File: src/rtl/dac_serial_params.svh
// constants for the serial converter register bank
`ifndef DAC_SERIAL_PARAMS_SVH
`define DAC_SERIAL_PARAMS_SVH
`define FRAME_BITS      24
`define ADDR_NOP        8'h00
`define ADDR_CODE       8'h01
`define ADDR_READBACK   8'h02
`define ADDR_CONFIG     8'h55
`define ADDR_RESTART    8'h56
`define RD_FLAGS        2'h0
`define RD_CODE         2'h1
`define RD_CONFIG       2'h2
`define CFG_CLEAR_LEVEL_SELECT      15
`define CFG_SPAN_EXT    14
`define CFG_EXTERNAL_RESISTOR_SELECT        13
`define CFG_OUT_ON      12
`define CFG_RATE_HI     11
`define CFG_RATE_LO     8
`define CFG_INC_HI      7
`define CFG_INC_LO      5
`define CFG_SLEW_ON     4
`define CFG_CHAIN_ON    3
`define CFG_SPAN_HI     2
`define FLG_IFAULT      5
`define FLG_SLEWING     4
`define FLG_OVERTEMP    3
`define SPAN_ILLEGAL    3'h4
`define CODE_HI         15
`define CODE_LO         4
`define RESET_CODE      12'h000
`define RESET_WORD      16'h0000
// base slew tick: 100 MHz / 10 = 10 MHz, then divided per rate code
`define SLEW_BASE_DIV   8'h0a
`endif

File: src/rtl/dac_serial_pkg.sv
// types for the serial converter register bank
package dac_serial_pkg;
  typedef enum logic [2:0] {
    sdo_off    = 3'b001,
    sdo_armed  = 3'b010,
    sdo_active = 3'b100
  } sdo_state_t;
endpackage : dac_serial_pkg

File: src/rtl/dac_serial_register_map.sv
// serial port decoder and register bank of the converter
//
// Functional notes
// gated clock: host sends exact burst
// read frame, then nop shifts data
// output pin enabled at the read-frame strobe
// pin released at strobe after readback
// host reads code via 020001, 000000
// read frame: low two bits address
// read address 00 flags 01 code 10 config
// power-on clears every register
// address 01 writes output code
// code keeps bits 15 to 4
// address 55 writes configuration
// configuration field layout
// outputs need output_on, span selects which
// span_extend widens voltage span
// resistor bit drives select signal
// slew stepping and chain forwarding bits
// span code decode to output kind
// address 56 bit 0 restarts code and config
// flags read-only, bits 5 4 3
// slewing while enabled and off target
// fault and thermal flags follow inputs
// 24 bits msb first, strobe latches
// exactly 24 edges before strobe
// address zero is nop
// chain bits change on falling edge
// unknown address, span 100 do nothing
// restart bit clears itself
`timescale 1ns/1ps
`include "dac_serial_params.svh"
module dac_serial_register_map (
  input  wire logic        mclk,
  input  wire logic        rst_b,
  input  wire logic        sclk,
  input  wire logic        latch,
  input  wire logic        serial_in_pin,
  input  wire logic        current_fault_in,
  input  wire logic        over_temp_in,
  output logic             serial_out_pin,
  output logic             serial_out_oe_b,
  output logic [11:0]      dac_code,
  output logic             voltage_out_on,
  output logic             current_out_on,
  output logic [2:0]       output_span_code,
  output logic             span_extend,
  output logic             external_resistor_select,
  output logic             clear_level_select
);
  // pin synchronisers: first stage read only by second
  logic [1:0] sclk_sync;
  logic [1:0] latch_sync;
  logic [1:0] serial_in_pin_sync;
  logic [1:0] fault_sync;
  logic [1:0] temp_sync;
  logic       sclk_prev;
  logic       latch_prev;

  logic [23:0] shift_in;
  logic [15:0] output_code;
  logic [15:0] output_config;
  logic [15:0] readback_word;
  logic [11:0] slew_target;
  logic [11:0] slew_pos;
  logic        restart;
  logic        read_pending;
  dac_serial_pkg::sdo_state_t sdo_state;
  dac_serial_pkg::sdo_state_t next_sdo_state;
  logic [7:0]  base_cnt;
  logic [7:0]  rate_cnt;

  wire sclk_rise  = sclk_sync[1] & ~sclk_prev;
  wire sclk_fall  = ~sclk_sync[1] & sclk_prev;
  wire latch_rise = latch_sync[1] & ~latch_prev;
  // latched frame fields; strobe takes the last 24 bits shifted
  wire [7:0]  frame_addr = shift_in[23:16];
  wire [15:0] frame_data = shift_in[15:0];
  wire        wr_code    = latch_rise & (frame_addr == `ADDR_CODE);
  wire        wr_config  = latch_rise & (frame_addr == `ADDR_CONFIG);
  wire        wr_restart = latch_rise & (frame_addr == `ADDR_RESTART)
                           & frame_data[0];
  wire        rd_request = latch_rise & (frame_addr == `ADDR_READBACK);
  // nop and unassigned addresses fall through all strobes above
  wire        frame_nop  = frame_addr == `ADDR_NOP;

  // config field views
  wire        cfg_out_on   = output_config[`CFG_OUT_ON];
  wire [2:0]  cfg_span     = output_config[`CFG_SPAN_HI:0];
  wire        cfg_slew_on  = output_config[`CFG_SLEW_ON];
  wire        cfg_chain_on = output_config[`CFG_CHAIN_ON];
  wire [3:0]  cfg_rate     = output_config[`CFG_RATE_HI:`CFG_RATE_LO];
  wire [2:0]  cfg_inc      = output_config[`CFG_INC_HI:`CFG_INC_LO];
  // span decode: 0xx voltage, 101..111 current, 100 neither
  wire        span_is_volt = ~cfg_span[2];
  wire        span_is_curr = cfg_span[2] & (cfg_span != `SPAN_ILLEGAL);
  wire        slewing      = cfg_slew_on & (slew_pos != slew_target);

  wire [15:0] flags_word;
  assign flags_word = {10'h000, fault_sync[1], slewing, temp_sync[1],
                       3'h0};

  // readback selection by two-bit address, frame bits 15..2 ignored
  wire [15:0] rd_select =
    (frame_data[1:0] == `RD_FLAGS)  ? flags_word :
    (frame_data[1:0] == `RD_CODE)   ? output_code :
    (frame_data[1:0] == `RD_CONFIG) ? output_config :
    `RESET_WORD;

  // step size: 1 << code, saturating at the target
  function automatic logic [11:0] step_toward(
    input logic [11:0] pos,
    input logic [11:0] tgt,
    input logic [2:0]  inc
  );
    logic [12:0] sz;
    sz = 13'h0001 << inc;
    if (tgt > pos) begin
      step_toward = ({1'b0, tgt - pos} > sz) ? pos + sz[11:0] : tgt;
    end else begin
      step_toward = ({1'b0, pos - tgt} > sz) ? pos - sz[11:0] : tgt;
    end
  endfunction : step_toward

  // synchronisers and edge history
  always_ff @(posedge mclk or negedge rst_b) begin
    if (!rst_b) begin
      sclk_sync  <= 2'h0;
      latch_sync <= 2'h0;
      serial_in_pin_sync  <= 2'h0;
      fault_sync <= 2'h0;
      temp_sync  <= 2'h0;
      sclk_prev  <= 1'b0;
      latch_prev <= 1'b0;
    end else begin
      sclk_sync  <= {sclk_sync[0], sclk};
      latch_sync <= {latch_sync[0], latch};
      serial_in_pin_sync  <= {serial_in_pin_sync[0], serial_in_pin};
      fault_sync <= {fault_sync[0], current_fault_in};
      temp_sync  <= {temp_sync[0], over_temp_in};
      sclk_prev  <= sclk_sync[1];
      latch_prev <= latch_sync[1];
    end
  end

  // input shifter keeps running regardless of strobe; no edge count,
  // so a wrong-length frame simply latches the wrong bits
  always_ff @(posedge mclk or negedge rst_b) begin
    if (!rst_b) begin
      shift_in <= 24'h000000;
    end else if (sclk_rise) begin
      shift_in <= {shift_in[22:0], serial_in_pin_sync[1]};
    end
  end

  // register writes; restart returns code and config to power-on state
  always_ff @(posedge mclk or negedge rst_b) begin
    if (!rst_b) begin
      output_code   <= `RESET_WORD;
      output_config <= `RESET_WORD;
      restart       <= 1'b0;
    end else if (restart) begin
      output_code   <= `RESET_WORD;
      output_config <= `RESET_WORD;
      restart       <= 1'b0;
    end else begin
      restart <= wr_restart;
      if (wr_code) begin
        output_code <= {frame_data[`CODE_HI:`CODE_LO], 4'h0};
      end
      if (wr_config) begin
        output_config <= frame_data;
      end
    end
  end

  // readback pin state: armed by read frame, driven from the next cycle
  always_comb begin
    next_sdo_state = sdo_state;
    case (sdo_state)
      dac_serial_pkg::sdo_off:
        if (rd_request) next_sdo_state = dac_serial_pkg::sdo_armed;
      dac_serial_pkg::sdo_armed:
        next_sdo_state = dac_serial_pkg::sdo_active; // enter active on the next cycle
      dac_serial_pkg::sdo_active:
        if (latch_rise && !rd_request)
          next_sdo_state = dac_serial_pkg::sdo_off;
      default:
        next_sdo_state = dac_serial_pkg::sdo_off;
    endcase
  end

  // pin enable rises one cycle after the read-frame strobe; the
  // strobe itself ends the request frame, so this is that edge
  always_ff @(posedge mclk or negedge rst_b) begin
    if (!rst_b) begin
      sdo_state       <= dac_serial_pkg::sdo_off;
      read_pending    <= 1'b0;
      readback_word   <= `RESET_WORD;
      serial_out_oe_b <= 1'b1;
    end else begin
      sdo_state <= next_sdo_state;
      read_pending <= rd_request;
      // the word is consumed msb first, one bit per falling sclk
      if (rd_request) begin
        readback_word <= rd_select;
      end else if (sclk_fall && (sdo_state == dac_serial_pkg::sdo_active)) begin
        readback_word <= {readback_word[14:0], 1'b0};
      end
      serial_out_oe_b <= ~((next_sdo_state == dac_serial_pkg::sdo_active)
                           | (next_sdo_state == dac_serial_pkg::sdo_armed)
                           | cfg_chain_on);
    end
  end

  // serial output takes the readback msb two cycles after the read strobe, then changes on
  // falling sclk: next readback bit, or in chain mode the bit leaving the shifter
  always_ff @(posedge mclk or negedge rst_b) begin
    if (!rst_b) begin
      serial_out_pin <= 1'b0;
    end else if (read_pending) begin
      serial_out_pin <= readback_word[15];
    end else if (sclk_fall) begin
      serial_out_pin <= (sdo_state == dac_serial_pkg::sdo_active)
                        ? readback_word[14] : shift_in[23];
    end
  end

  // slew tick divider: base tick then rate code
  wire base_tick = base_cnt == (`SLEW_BASE_DIV - 8'h01);
  wire [7:0] rate_div = {4'h0, cfg_rate} + 8'h01;
  wire slew_tick = base_tick & (rate_cnt >= rate_div);
  always_ff @(posedge mclk or negedge rst_b) begin
    if (!rst_b) begin
      base_cnt <= 8'h00;
      rate_cnt <= 8'h00;
    end else begin
      base_cnt <= base_tick ? 8'h00 : base_cnt + 8'h01;
      if (slew_tick) rate_cnt <= 8'h00;
      else if (base_tick) rate_cnt <= rate_cnt + 8'h01;
    end
  end

  // output code walks toward target when slewing is on
  always_ff @(posedge mclk or negedge rst_b) begin
    if (!rst_b) begin
      slew_target <= `RESET_CODE;
      slew_pos    <= `RESET_CODE;
    end else begin
      slew_target <= output_code[`CODE_HI:`CODE_LO];
      if (!cfg_slew_on) slew_pos <= slew_target;
      else if (slew_tick)
        slew_pos <= step_toward(slew_pos, slew_target, cfg_inc);
    end
  end

  // analog-facing controls, all registered
  always_ff @(posedge mclk or negedge rst_b) begin
    if (!rst_b) begin
      dac_code                 <= `RESET_CODE;
      voltage_out_on           <= 1'b0;
      current_out_on           <= 1'b0;
      output_span_code         <= 3'h0;
      span_extend              <= 1'b0;
      external_resistor_select <= 1'b0;
      clear_level_select       <= 1'b0;
    end else begin
      dac_code                 <= slew_pos;
      voltage_out_on           <= cfg_out_on & span_is_volt;
      current_out_on           <= cfg_out_on & span_is_curr;
      output_span_code         <= cfg_span;
      span_extend              <= output_config[`CFG_SPAN_EXT];
      external_resistor_select <= output_config[`CFG_EXTERNAL_RESISTOR_SELECT];
      clear_level_select       <= output_config[`CFG_CLEAR_LEVEL_SELECT];
    end
  end
endmodule : dac_serial_register_map

File: config.mk
export PLATFORM = sky130hd
export DESIGN_NAME = dac_serial_register_map
export DESIGN_NICKNAME = d
export VERILOG_FILES = /design/src/rtl/dac_serial_pkg.sv /design/src/rtl/dac_serial_register_map.sv
export VERILOG_INCLUDE_DIRS = /design/src /design/src/rtl
export SDC_FILE = /design/constraint.sdc
export NUM_CORES = 1
export LEC_CHECK = 0
export BUFFER_PORTS_ARGS = -buffer_cell sky130_fd_sc_hd__buf_2
export CAP_MARGIN = 20
export CORE_MARGIN = 4
export CORE_UTILIZATION = 65
export CTS_BUF_LIST = sky130_fd_sc_hd__clkbuf_8
export DETAILED_ROUTE_END_ITERATION = 6
export PLACE_DENSITY = 0.94
export SYNTH_ARGS = -nofsm -noshare
export SYNTH_HDL_FRONTEND = slang
export SYNTH_SLANG_ARGS = --single-unit
export TNS_END_PERCENT = 50
File: constraint.sdc
create_clock -name mclk -period 5.3 [get_ports mclk]
set_input_delay 1.06 -clock mclk [delete_from_list [all_inputs] [get_ports mclk]]
set_output_delay 1.06 -clock mclk [all_outputs]
set_load 0.01 [all_outputs]
# ---- After elaboration in Yosys (flattened, before gate mapping)
# Index checks and enable logic that the tools add are counted.
dict set report word_totals {
  inputBits 7
  word_cells 107
  ff_bits 151
}
dict set report classes {
  n_reduce_logical 9
  n_lt_le_gt_ge 4
  bitwise_logic 20
  mux 24
  n_shift 1
  n_eq_ne 15
  n_addsub 7
}
# operator n
set ops {}
lappend ops {{2-to-1 mux 16 bit} 9}
lappend ops {{2-to-1 mux 12 bit} 5}
lappend ops {{subtractor 12 bit} 3}
lappend ops {{> comparator 12 x 13 -> 1 bit} 2}
lappend ops {{2-to-1 mux 8 bit} 3}
lappend ops {{adder 8 x 1 -> 8 bit, second input constant} 2}
lappend ops {{== test 8 x 7 -> 1 bit, second input constant} 2}
lappend ops {{bitwise AND 1 bit} 13}
lappend ops {{left shift 1 x 3 -> 13 bit, first input constant} 1}
lappend ops {{adder 12 bit} 1}
lappend ops {{> comparator 12 bit} 1}
lappend ops {{inequality test 12 bit} 1}
lappend ops {{nonzero test 2 bit} 5}
lappend ops {{case mux 3 bit (3 select lines)} 1}
lappend ops {{== test 8 x 1 -> 1 bit, second input constant} 1}
lappend ops {{== test 8 x 2 -> 1 bit, second input constant} 1}
lappend ops {{== test 8 x 4 -> 1 bit, second input constant} 1}
lappend ops {{>= comparator 8 x 5 -> 1 bit} 1}
lappend ops {{== test 3 x 2 -> 1 bit, second input constant} 2}
lappend ops {{== test 3 bit, second input constant} 2}
lappend ops {{2-to-1 mux 3 bit} 2}
lappend ops {{adder 4 x 1 -> 5 bit, second input constant} 1}
lappend ops {{inverter 1 bit} 5}
lappend ops {{2-to-1 mux 1 bit} 4}
lappend ops {{9 further kinds} 11}

# ---- Logic depth before layout (Yosys ltp)
# Gate-level depths: netlist of run 1.
dict set report logic_depth {
  depth_word 11
  mapped_depth 19
  mapped_depth_nobuf 17
}

# ---- Worst setup path before layout of run 1
# OpenSTA, ideal clock, no wires.
dict set report synth_path {
  path_type {register -> register}
  start {register slew_pos[1]}
  end {register slew_pos[2]}
  period_less_slack_ps 3846
  arrival_time_ps 3725
  path_slack_ps 1454
  setup_time_ps 121
  stages_incl_launch_ff 17
  t_required_ps 5179
  cell_sequence {dfrtp_1 -> inv_1 -> fa_1 -> a21o_1 -> a221oi_4 -> xnor2_1 -> ha_1 -> a21oi_1 -> o21ai_0 -> a221o_1 -> a21o_1 -> a2111oi_4 -> a21boi_2 -> buf_6 -> a221oi_1 -> o31ai_1 -> a22o_1}
}
dict set report synth_between {
  elab_chain_cells 6
  elab_cells_between_ends 12
}
# item line_no
set synth_rtl {}
lappend synth_rtl {{start, declared} dac_serial_register_map.sv:65} ;# logic [11:0] slew_pos;
lappend synth_rtl {{start signal, assigned} dac_serial_register_map.sv:248} ;# slew_pos <= `RESET_CODE;
lappend synth_rtl {{start signal, assigned} dac_serial_register_map.sv:251} ;# if (!cfg_slew_on) slew_pos <= slew_target;
lappend synth_rtl {{start signal, assigned} dac_serial_register_map.sv:253} ;# slew_pos <= step_toward(slew_pos, slew_target, cfg_inc);
lappend synth_rtl {{subtractor 12 bit (on tied branches)} {dac_serial_register_map.sv:121, dac_serial_register_map.sv:119}}
lappend synth_rtl {{> comparator 12 x 13 -> 1 bit (on tied branches)} {dac_serial_register_map.sv:121, dac_serial_register_map.sv:119}}
lappend synth_rtl {{2-to-1 mux 12 bit (on tied branches)} {dac_serial_register_map.sv:121, dac_serial_register_map.sv:119}}
lappend synth_rtl {{2-to-1 mux 12 bit (*)} dac_serial_register_map.sv:118} ;# if (tgt > pos) begin
lappend synth_rtl {{2-to-1 mux 12 bit (*)} dac_serial_register_map.sv:252} ;# else if (slew_tick)
lappend synth_rtl {{2-to-1 mux 12 bit (*)} dac_serial_register_map.sv:251}
# Every way passes the cells marked *; elsewhere a longest branch is shown, timed or not. The select of a mux whose other input is x is not followed.
# A chain may end at the register's enable or synchronous reset.

# ---- Final worst setup path of run 1
# Same ends and word-level chain as after synthesis.

==> results of run 1 <==
-- power by group through the flow --
stage	clock, µW	combinational [µW]	sequential (µW)
floorplan	0	1190	1280
global placement	0	1400	1310
detailed placement	0	1450	1320
CTS	852	1470	1300
global route	908	1650	1310
finish	846	1520	1300
-- sequential cells by signal, indices dropped and copies added, names as in the netlist, 2 cells and up --
signal and count:
base_cnt 8, dac_code 12, fault_sync 2, latch_sync 2, output_code 12, output_config 16, output_span_code 3, rate_cnt 8
readback_word 16, sclk_sync 2, sdo_state 3, serial_in_pin_sync 2, shift_in 24, slew_pos 12, slew_target 12, temp_sync 2
-- through the flow --
step	setup WS [ps]	cell area [µm²]
floorplan	1450	8410
global placement	1140	8620
detailed placement	912	8620
CTS	813	9000
global route	342	9040
finish	669	9040
-- cell type report --
class | instances | area [µm²] | share of cell area, %
repair buffers | 33 | 211 | 2.34
inverters | 53 | 199 | 2.20
flip-flops and latches | 147 | 3680 | 40.7
clock buffers | 19 | 262 | 2.89
well taps | 172 | 215 | 2.38
clock inverters | 13 | 120 | 1.33
multi-input cells | 601 | 4350 | 48.2
-- critical path: stages, from the launching register on --
cell	delay, ps
dfrtp_1	510
inv_1	200
fa_1	470
a21o_1	220
a221oi_4	420
xnor2_1	170
ha_1	270
a21oi_1	180
o21ai_0	150
a221o_1	380
a21o_1	190
a2111oi_4	290
a21boi_2	240
a221oi_1	480
o31ai_1	150
a22o_1	210
-- Yosys cell counts (21+ instances only) --
library cell / count / share of area (%)
a21oi_1: 53 / 3.2
clkbuf_1: 32 / 1.4
dfrtp_1: 145 / 43
ha_1: 63 / 9.4
inv_1: 53 / 2.4
mux2_2: 35 / 4.7
mux2i_1: 28 / 3.3
nand2_1: 65 / 2.9
nand3_1: 21 / 1.2
nor2_1: 71 / 3.2
o21ai_0: 32 / 1.9
xnor2_1: 22 / 2.3
-- metal layers --
| metal | track usage (%) | routed length [µm] |
|---|---|---|
| met5 | 0 | 0 |
| met4 | 13.9 | 894 |
| met3 | 6.27 | 1460 |
| met2 | 44.4 | 9610 |
| met1 | 34.7 | 7720 |
-- worst paths after layout --
check | slack, ps | depth (start not counted) | end | from
setup / recovery | 670 | 15 | slew_pos[2] | slew_pos[1]
hold / removal | 350 | 0 | temp_sync[1] | temp_sync[0]
setup reg to reg | 670 | 15 | slew_pos[2] | slew_pos[1]
hold reg to reg | 350 | 0 | temp_sync[1] | temp_sync[0]
max in group asynchronous | 3740 | 2 | output_config[3] | rst_b
min in group asynchronous | 540 | 1 | dac_code[3] | rst_b
-- cell usage in the layout, fill, tap and decap left out, types with 4 or more instances in the layout --
cell type  count
nor2b_1       18
o22ai_1        4
o21ai_1        7
mux2_2        35
nand3b_1       5
a21oi_1       53
a21o_1        15
nand4_1        5
o31ai_1        8
dfrtp_1      145
buf_2         27
nand3_1       21
mux2i_1       28
nor2_1        71
nand2b_1      12
a31oi_1        7
and2_1         5
nand2_1       65
nor3_1        12
a221oi_1       4
xor2_1         7
xnor2_1       22
and3_1         9
a22oi_1       10
fa_1           4
o311ai_1       4
o211ai_1       4
a211oi_1       4
inv_1         53
o21a_1         7
inv_6          4
ha_1          63
o21ai_0       32
clkbuf_8      19
-- logic make-up (layout without fill, tap and decap cells) --
logic type               count (synthesis)  count (layout)
AND/OR/NAND/NOR                        245             245
AO/OA/AOI/OAI                          196             196
flip-flops                             147             147
buffers and inverters                   93             118
adder cells (fa/ha/maj)                 67              67
multiplexers                            64              64
XOR/XNOR                                29              29
==> summary.txt, run 1 <==
Outcome
  • Outcome: complete, no violations

Clocking
  • Clk_lat worst skew: 470 ps
  • Root Driver: clkbuf_8
  • CTS tree: yes
  • CTS H-tree depth: 4
  • Clock buffer depth: 2
  • Post_cts resized: 0
  • CTS buffer count: 17
  • Hold Buf Count CTS: 0
  • # Post-CTS Setup Buffers: 0
  • # clock sinks: 147
  • Reg clk slew, reported paths: 90 ps

Drt
  • Wire per inst: 19.0 µm
  • DRT antenna net count: 0
  • Vias per cell: 6.42
  • Final WL: 19700 µm
  • Total number of vias: 6663
  • DRC Markers: 0
  • Initial DRT Pass Iterations: 6
  • Drt initial violations: 747

Critical path
  • Arr. time, crit path: 4990 ps
  • Setup crit start kind: register
  • Worst endpoint required time: 5660 ps
  • CP Max Fanout: 13
  • Crit Path Class: register to register
  • Crit path capture type: register

STA
  • Unrepaired setup endpoints after global routing: false
  • Fmax: 216 MHz
  • Slew HR: 30.5%
  • Final setup viols: 0
  • Max-slew violations: 0
  • Worst Tran Pin Value: 1040 ps
  • Hold Vio Cnt, Final: 0
  • Final Cycle Share: 87.4%
  • Skew final: 16.8 ps
  • WHS: 353 ps
  • Setup TNS: 0 ps
  • Fin crit period: 4630 ps

Yosys
  • Average cell area after synthesis: 10.0 µm²
  • Simple-gate share of the synthesized area: 14.2%
  • Largest family of logic cells by synthesized area: compound AO/OA/AOI/OAI gates
  • Syn nets: 915
  • Synth Area in Compound Gates: 16.0%
  • Register area share after synthesis: 43.8%
  • Post-synthesis mux area share: 8.20%
  • Synth async-reset ratio: 100%
  • Post-Synth Adder-Cell Area: 10.3%
  • Synthesized instance count: 841
  • Distinct cells, synth: 73
  • XOR/XNOR Fraction of Synth Area: 3.02%
  • Post-Syn Area: 8410 µm²
  • #FFs+latches synth: 147
  • Ys Warns: 0
  • Post-synth EDFFs: 0
  • Main synth FF type: dfrtp_1

Global route
  • Vias in the first global route: 6446
  • Antenna violations before repair: 0
  • Overall global routing resource usage: 27.4%
  • Largest net degree at the start of global routing: 57
  • Total congestion overflow: 0
  • First-pass GRT wire length: 32000 µm

Floorplanning
  • DIE WIDTH: 122 µm
  • Die H: 122 µm
  • I/O pin total: 29
  • Site Rows: 41
  • DIE AREA: 14800 µm²
  • Core area: 12700 µm²
  • Initial Utilization: 66.4%

Power and ir drop
  • Sw power: 1480 µW
  • Clock group share of total power: 23.0%
  • Peak supply drop: 0.369 mV
  • Switch share: 40.3%
  • Leakage: 0.00450 µW
  • Internal power: 2190 µW
  • Share of power burned in registers: 35.5%
  • Tot Pwr: 3670 µW
  • Pwr per Cell Area: 406 nW/µm²
  • Combinational power share: 41.5%

Cells and area
  • Cell Count, Final, Fillers Out: 1038
  • Ant. Diodes: 0
  • Area Growth Syn to Fin: 7.50%
  • Fill cells: 838
  • Fin util: 71.4%
  • Share of layout cells above drive strength 1: 14.0%
  • Final nets: 927

Place
  • GPL Wtd Cong: 0.946
  • Input/output buffers: 28
  • HPWL after detailed placement: 13300 µm
  • Cells after DPL: 1004

Min path
  • Worst hold path class: register to register

Job
  • Number of max-cap violations: 0
Note: power is estimated with default switching activity, not from simulation.
==> inputs of run 2 (changes only) <==
ABC_AREA = 1   (was default)
==> summary.txt, run 2 <==
Outcome
  • Outcome: complete, no violations

Drt
  • Total number of vias: 7848
  • Vias per cell: 5.99
  • DRC Markers: 0
  • Final WL: 22200 µm
  • Wire per inst: 17.0 µm
  • DRT antenna net count: 0
  • Initial DRT Pass Iterations: 6
  • Drt initial violations: 796

Floorplanning
  • Core area: 13300 µm²
  • DIE AREA: 15500 µm²
  • Die H: 125 µm
  • I/O pin total: 29
  • DIE WIDTH: 125 µm
  • Initial Utilization: 66.4%
  • Site Rows: 42

Cells and area
  • Max FFs per register: 24
  • FF/Latch Area: 3680 µm²
  • Commonest non-fill, non-tap cell in the layout: nand2_1
  • Final nets: 1196
  • Fill cells: 977
  • Share of layout cells above drive strength 1: 9.69%
  • Fin util: 70.9%
  • Area Growth Syn to Fin: 6.74%
  • Ant. Diodes: 0
  • Most frequent cells in the layout: nand2_1 (248), inv_1 (167), dfrtp_1 (145)
  • Area of the multi-input gates: 4330 µm²
  • Top reg by flops: shift_in
  • Largest regs: shift_in x24, output_config x16, readback_word x16

Global route
  • Antenna violations before repair: 0
  • First-pass GRT wire length: 37200 µm
  • Total congestion overflow: 0
  • Vias in the first global route: 7717
  • Largest net degree at the start of global routing: 108
  • Overall global routing resource usage: 29.4%

Critical path
  • Crit path capture type: register
  • Crit Path Class: register to register
  • Setup crit start kind: register
  • Worst endpoint required time: 5660 ps
  • R2R Setup Slk: 1550 ps
  • Arr. time, crit path: 4110 ps
  • Critical path launch point: slew_pos[1]
  • RR Startpoint: slew_pos[1]
  • CP Max Fanout: 13

Yosys
  • Post-synth EDFFs: 0
  • Main synth FF type: dfrtp_1
  • #FFs+latches synth: 147
  • Distinct cells, synth: 45
  • Post-Syn Area: 8830 µm²
  • Synth cell count leaders: nand2_1 (248), inv_1 (167), dfrtp_1 (145)
  • Area contributors post-synth: dfrtp_1 (41%), nand2_1 (11%), ha_1 (8.9%)
  • Ys Warns: 0
  • Syn nets: 1179
  • Average cell area after synthesis: 7.99 µm²
  • Synthesized instance count: 1105
  • Synth area leader: dfrtp_1
  • Most numerous cell in the Yosys netlist: nand2_1
  • Register area share after synthesis: 41.7%
  • Yosys top cell area share: 41.1%
  • Synth async-reset ratio: 100%

Place
  • Input/output buffers: 28
  • HPWL after detailed placement: 16200 µm
  • GPL Wtd Cong: 1.08
  • Pre-CTS setup slack: 1650 ps

Clocking
  • Reg clk slew, reported paths: 90 ps
  • Hold Buf Count CTS: 0
  • CTS H-tree depth: 4
  • # clock sinks: 147
  • Clk_lat worst skew: 480 ps
  • Post_cts resized: 0
  • # Post-CTS Setup Buffers: 0
  • Clock buffer depth: 2
  • CTS buffer count: 17
  • Root Driver: clkbuf_8
  • CTS tree: yes

Min path
  • Worst hold path class: register to register
  • Hold Crit Start: fault_sync[0]

STA
  • Setup WS post-layout: 1550 ps
  • Worst Tran Pin Value: 959 ps
  • Final setup viols: 0
  • Setup TNS: 0 ps
  • Unrepaired setup endpoints after global routing: false
  • Fin crit period: 3750 ps
  • Fmax: 267 MHz
  • Slew HR: 36.1%
  • Hold Vio Cnt, Final: 0
  • Max-slew violations: 0
  • Skew final: 21.9 ps
  • WHS: 356 ps
  • Final Cycle Share: 70.8%

Power and ir drop
  • Peak supply drop: 0.362 mV
  • Pwr per Cell Area: 659 nW/µm²
  • Leakage: 0.00488 µW
  • Tot Pwr: 6210 µW

Job
  • Number of max-cap violations: 0
run 2: cell count changes in the layout (fill, tap and decap cells not counted), sizes merged, moves of 19 or more:
cell   previous run  this run
mux2i            28         0
inv              59       178
xor2              7        27
nand2            65       261
nor2b            19         0
nand3            21       130
mux2             36         5
run 2: metal layers:
metal | global-route usage, % | routed length [µm] | vias up
met5 | 0 | 0 | -
met4 | 15.7 | 1150 | 0
met3 | 8.06 | 2050 | 122
met2 | 48.0 | 10500 | 444
met1 | 35.6 | 8510 | 3655
li1 | - | - | 3627
run 2: cells by family after synthesis:
group	share of synthesized area, %
adders and majority gates	9.83
AOI/OAI and AO/OA	9.89
DFF	41.7
xor gates and xnor gates	3.37
buffers and inverters	9.28
and+or+nand+nor	25.3
muxes	0.638
run 2: path summary, 6_finish.rpt:
| path | end | depth (start not counted) |
|---|---|---|
| max | slew_pos[10] | 17 |
| min reg2reg | fault_sync[1] | 0 |
| min | fault_sync[1] | 0 |
| max reg2reg | slew_pos[10] | 17 |
| min in group asynchronous | base_cnt[7] | 1 |
| max in group asynchronous | serial_out_oe_b | 2 |
run 2: report_power, final:
part           leakage [µW]  internal (µW)  switching, µW  total, µW
sequential          0.00193           1350            249       1600
clock              0.000199            360            490        849
combinational       0.00275           1340           2420       3770
total               0.00488           3050           3160       6210
run 2: final cells by class:
class                   instances  area share [%]
multi-input cells             754            45.9
inverters                     171            6.81
clock inverters                14            1.45
clock buffers                  18            2.63
well taps                     176            2.34
repair buffers                 31            1.79
flip-flops and latches        147            39.0
run 2: stage by stage:
step	area, µm²	cells
after floorplan	8830	1105
after detailed placement	9040	1279
after CTS	9430	1311
after global routing	9430	1311
after global placement	9040	1279
final	9430	1311
run 2: worst max-delay path, cell delays in order (launching register included):
cell and delay (ps):
dfrtp_1 510, inv_1 220, fa_1 540, a21oi_1 210, xnor2_1 150, ha_1 280
a21oi_1 160, nand2_1 80, nor2_1 90, nand2_1 60, nand2_1 50, a21oi_1 70
nor2_2 470, nand2_2 320, nand2_1 170, nand3_1 80, nand3_1 130, nand2_1 60
==> inputs of run 3 (changes only) <==
clock period = 3.5 ns   (was 5.3 ns; I/O delays follow)
==> summary.txt, run 3 (synthesis gave the netlist of run 2 again) <==
Drt
  • Vias per cell: 5.98
  • Top sig layer: met4
  • Final WL: 22900 µm
  • Wire per inst: 17.4 µm
  • Met3 routed WL: 1900 µm
  • DRC Markers: 2
  • DRT antenna net count: 0
  • Met2 wire len: 11000 µm
  • Post-Route M1 WL: 8850 µm
  • Drt initial violations: 921
  • Total number of vias: 7877
  • Initial DRT Pass Iterations: 7

Clocking
  • Clk_lat worst skew: 460 ps
  • Clock buffer depth: 2
  • CTS H-tree depth: 4
  • CTS tree: yes
  • # clock sinks: 147
  • CTS buffer count: 17
  • Reg clk slew, reported paths: 80 ps
  • Root Driver: clkbuf_8

Cells and area
  • Share of layout cells above drive strength 1: 10.8%
  • Largest regs: shift_in x24, output_config x16, readback_word x16
  • Most frequent cells in the layout: nand2_1 (248), inv_1 (168), dfrtp_1 (144)
  • Cell Count, Final, Fillers Out: 1317
  • Top reg by flops: shift_in
  • Max FFs per register: 24
  • Fin util: 71.7%
  • Final nets: 1202
  • Area Growth Syn to Fin: 8.02%
  • Commonest non-fill, non-tap cell in the layout: nand2_1
  • Ant. Diodes: 0

Floorplanning
  • Core area: 13300 µm²
  • Die H: 125 µm
  • Initial Utilization: 66.4%
  • I/O pin total: 29
  • DIE AREA: 15500 µm²
  • Site Rows: 42
  • DIE WIDTH: 125 µm

Place
  • Cells after DPL: 1285
  • HPWL after detailed placement: 16700 µm
  • GPL Wtd Cong: 0.954
  • Input/output buffers: 28
  • Pre-CTS setup slack: 148 ps

Power and ir drop
  • Pwr per Cell Area: 1020 nW/µm²
  • Peak supply drop: 0.519 mV
  • Leakage: 0.00492 µW

Global route
  • Vias in the first global route: 7820
  • First-pass GRT wire length: 38400 µm
  • Largest net degree at the start of global routing: 75
  • Total congestion overflow: 0
  • Antenna violations before repair: 0
  • Overall global routing resource usage: 30.5%

Critical path
  • Setup crit start kind: register
  • Crit path capture type: register
  • Reg2Reg Depth: 12
  • CP Max Fanout: 6
  • Crit Path Class: register to register
  • Worst endpoint required time: 3890 ps
  • Arr. time, crit path: 3680 ps

Min path
  • Worst hold path class: input port to async pin

STA
  • Setup TNS: 0 ps
  • Skew final: 14.0 ps
  • Slew HR: 49.9%
  • Hold Vio Cnt, Final: 0
  • Fin crit period: 3300 ps
  • Worst Tran Pin Value: 750 ps
  • Max-slew violations: 0
  • Unrepaired setup endpoints after global routing: false
  • Fmax: 303 MHz
  • Setup WS post-layout: 202 ps
  • Final Cycle Share: 94.2%
  • Final setup viols: 0

Job
  • Number of max-cap violations: 0

Outcome
  • Failing checks: design-rule violations
  • Outcome: finished, violations left
==> run 3: changes by cell type in the layout (fill, tap and decap cells not counted), sizes merged <==
| cell | before | now |
|---|---|---|
| clkinvlp | 0 | 2 |
| clkinv | 7 | 5 |
| bufinv | 0 | 2 |
| buf | 31 | 37 |
| inv | 178 | 176 |
==> run 3: stage by stage <==
| step | area (µm²) | hold slack (ps) | total power (µW) |
|---|---|---|---|
| after floorplan | 8830 | 331 | 6790 |
| after global routing | 9540 | 287 | 10500 |
| final | 9540 | 245 | 9730 |
| after CTS | 9500 | 277 | 9470 |
| after global placement | 9100 | 331 | 7980 |
| after detailed placement | 9100 | 336 | 8090 |
==> run 3: cell type report <==
type | count | area [µm²]
inverter | 171 | 642
sequential | 147 | 3680
tap | 176 | 220
clock inverter | 14 | 154
timing repair buffer | 37 | 230
clock buffer | 18 | 248
fill | 933 | 3760
multi-input combinational | 754 | 4360
==> run 3: worst paths after layout <==
path,slack [ps],start,end
setup / recovery,200,output_config[5],slew_pos[6]
hold / removal,240,rst_b,base_cnt[7]
setup reg to reg,200,output_config[5],slew_pos[6]
hold reg to reg,350,fault_sync[0],fault_sync[1]
max in group asynchronous,2390,rst_b,output_config[15]
min in group mclk,350,serial_in_pin,serial_in_pin_sync[0]
==> run 3: critical path, stage by stage, from the launching register on <==
cell,delay [ps]
dfrtp_1,420
inv_1,160
nor3_1,510
inv_1,270
fa_1,510
o21ai_0,470
a21oi_1,130
o21ai_0,250
xor2_1,210
nand2_1,70
nand3_1,70
nand3_1,80
nand2_1,80
==> run 3: power breakdown <==
| part | internal (µW) | switching [µW] | leakage [µW] |
|---|---|---|---|
| Sequential | 2040 | 369 | 0.00193 |
| Clock | 662 | 683 | 0.000206 |
| Combinational | 2170 | 3800 | 0.00278 |
==> run 3: timing repair <==
item | in CTS | in global routing
gates resized for setup | 0 | 12
setup buffers | 0 | 0
hold buffers | 0 | 0
endpoints found under the setup margin | 0 | 12
==> run 3: per-layer routing <==
| layer | vias to the layer above | track usage [%] |
|---|---|---|
| met5 | - | 0 |
| met4 | 0 | 14.6 |
| met3 | 122 | 6.00 |
| met2 | 452 | 51.3 |
| met1 | 3669 | 37.9 |
| li1 | 3634 | - |
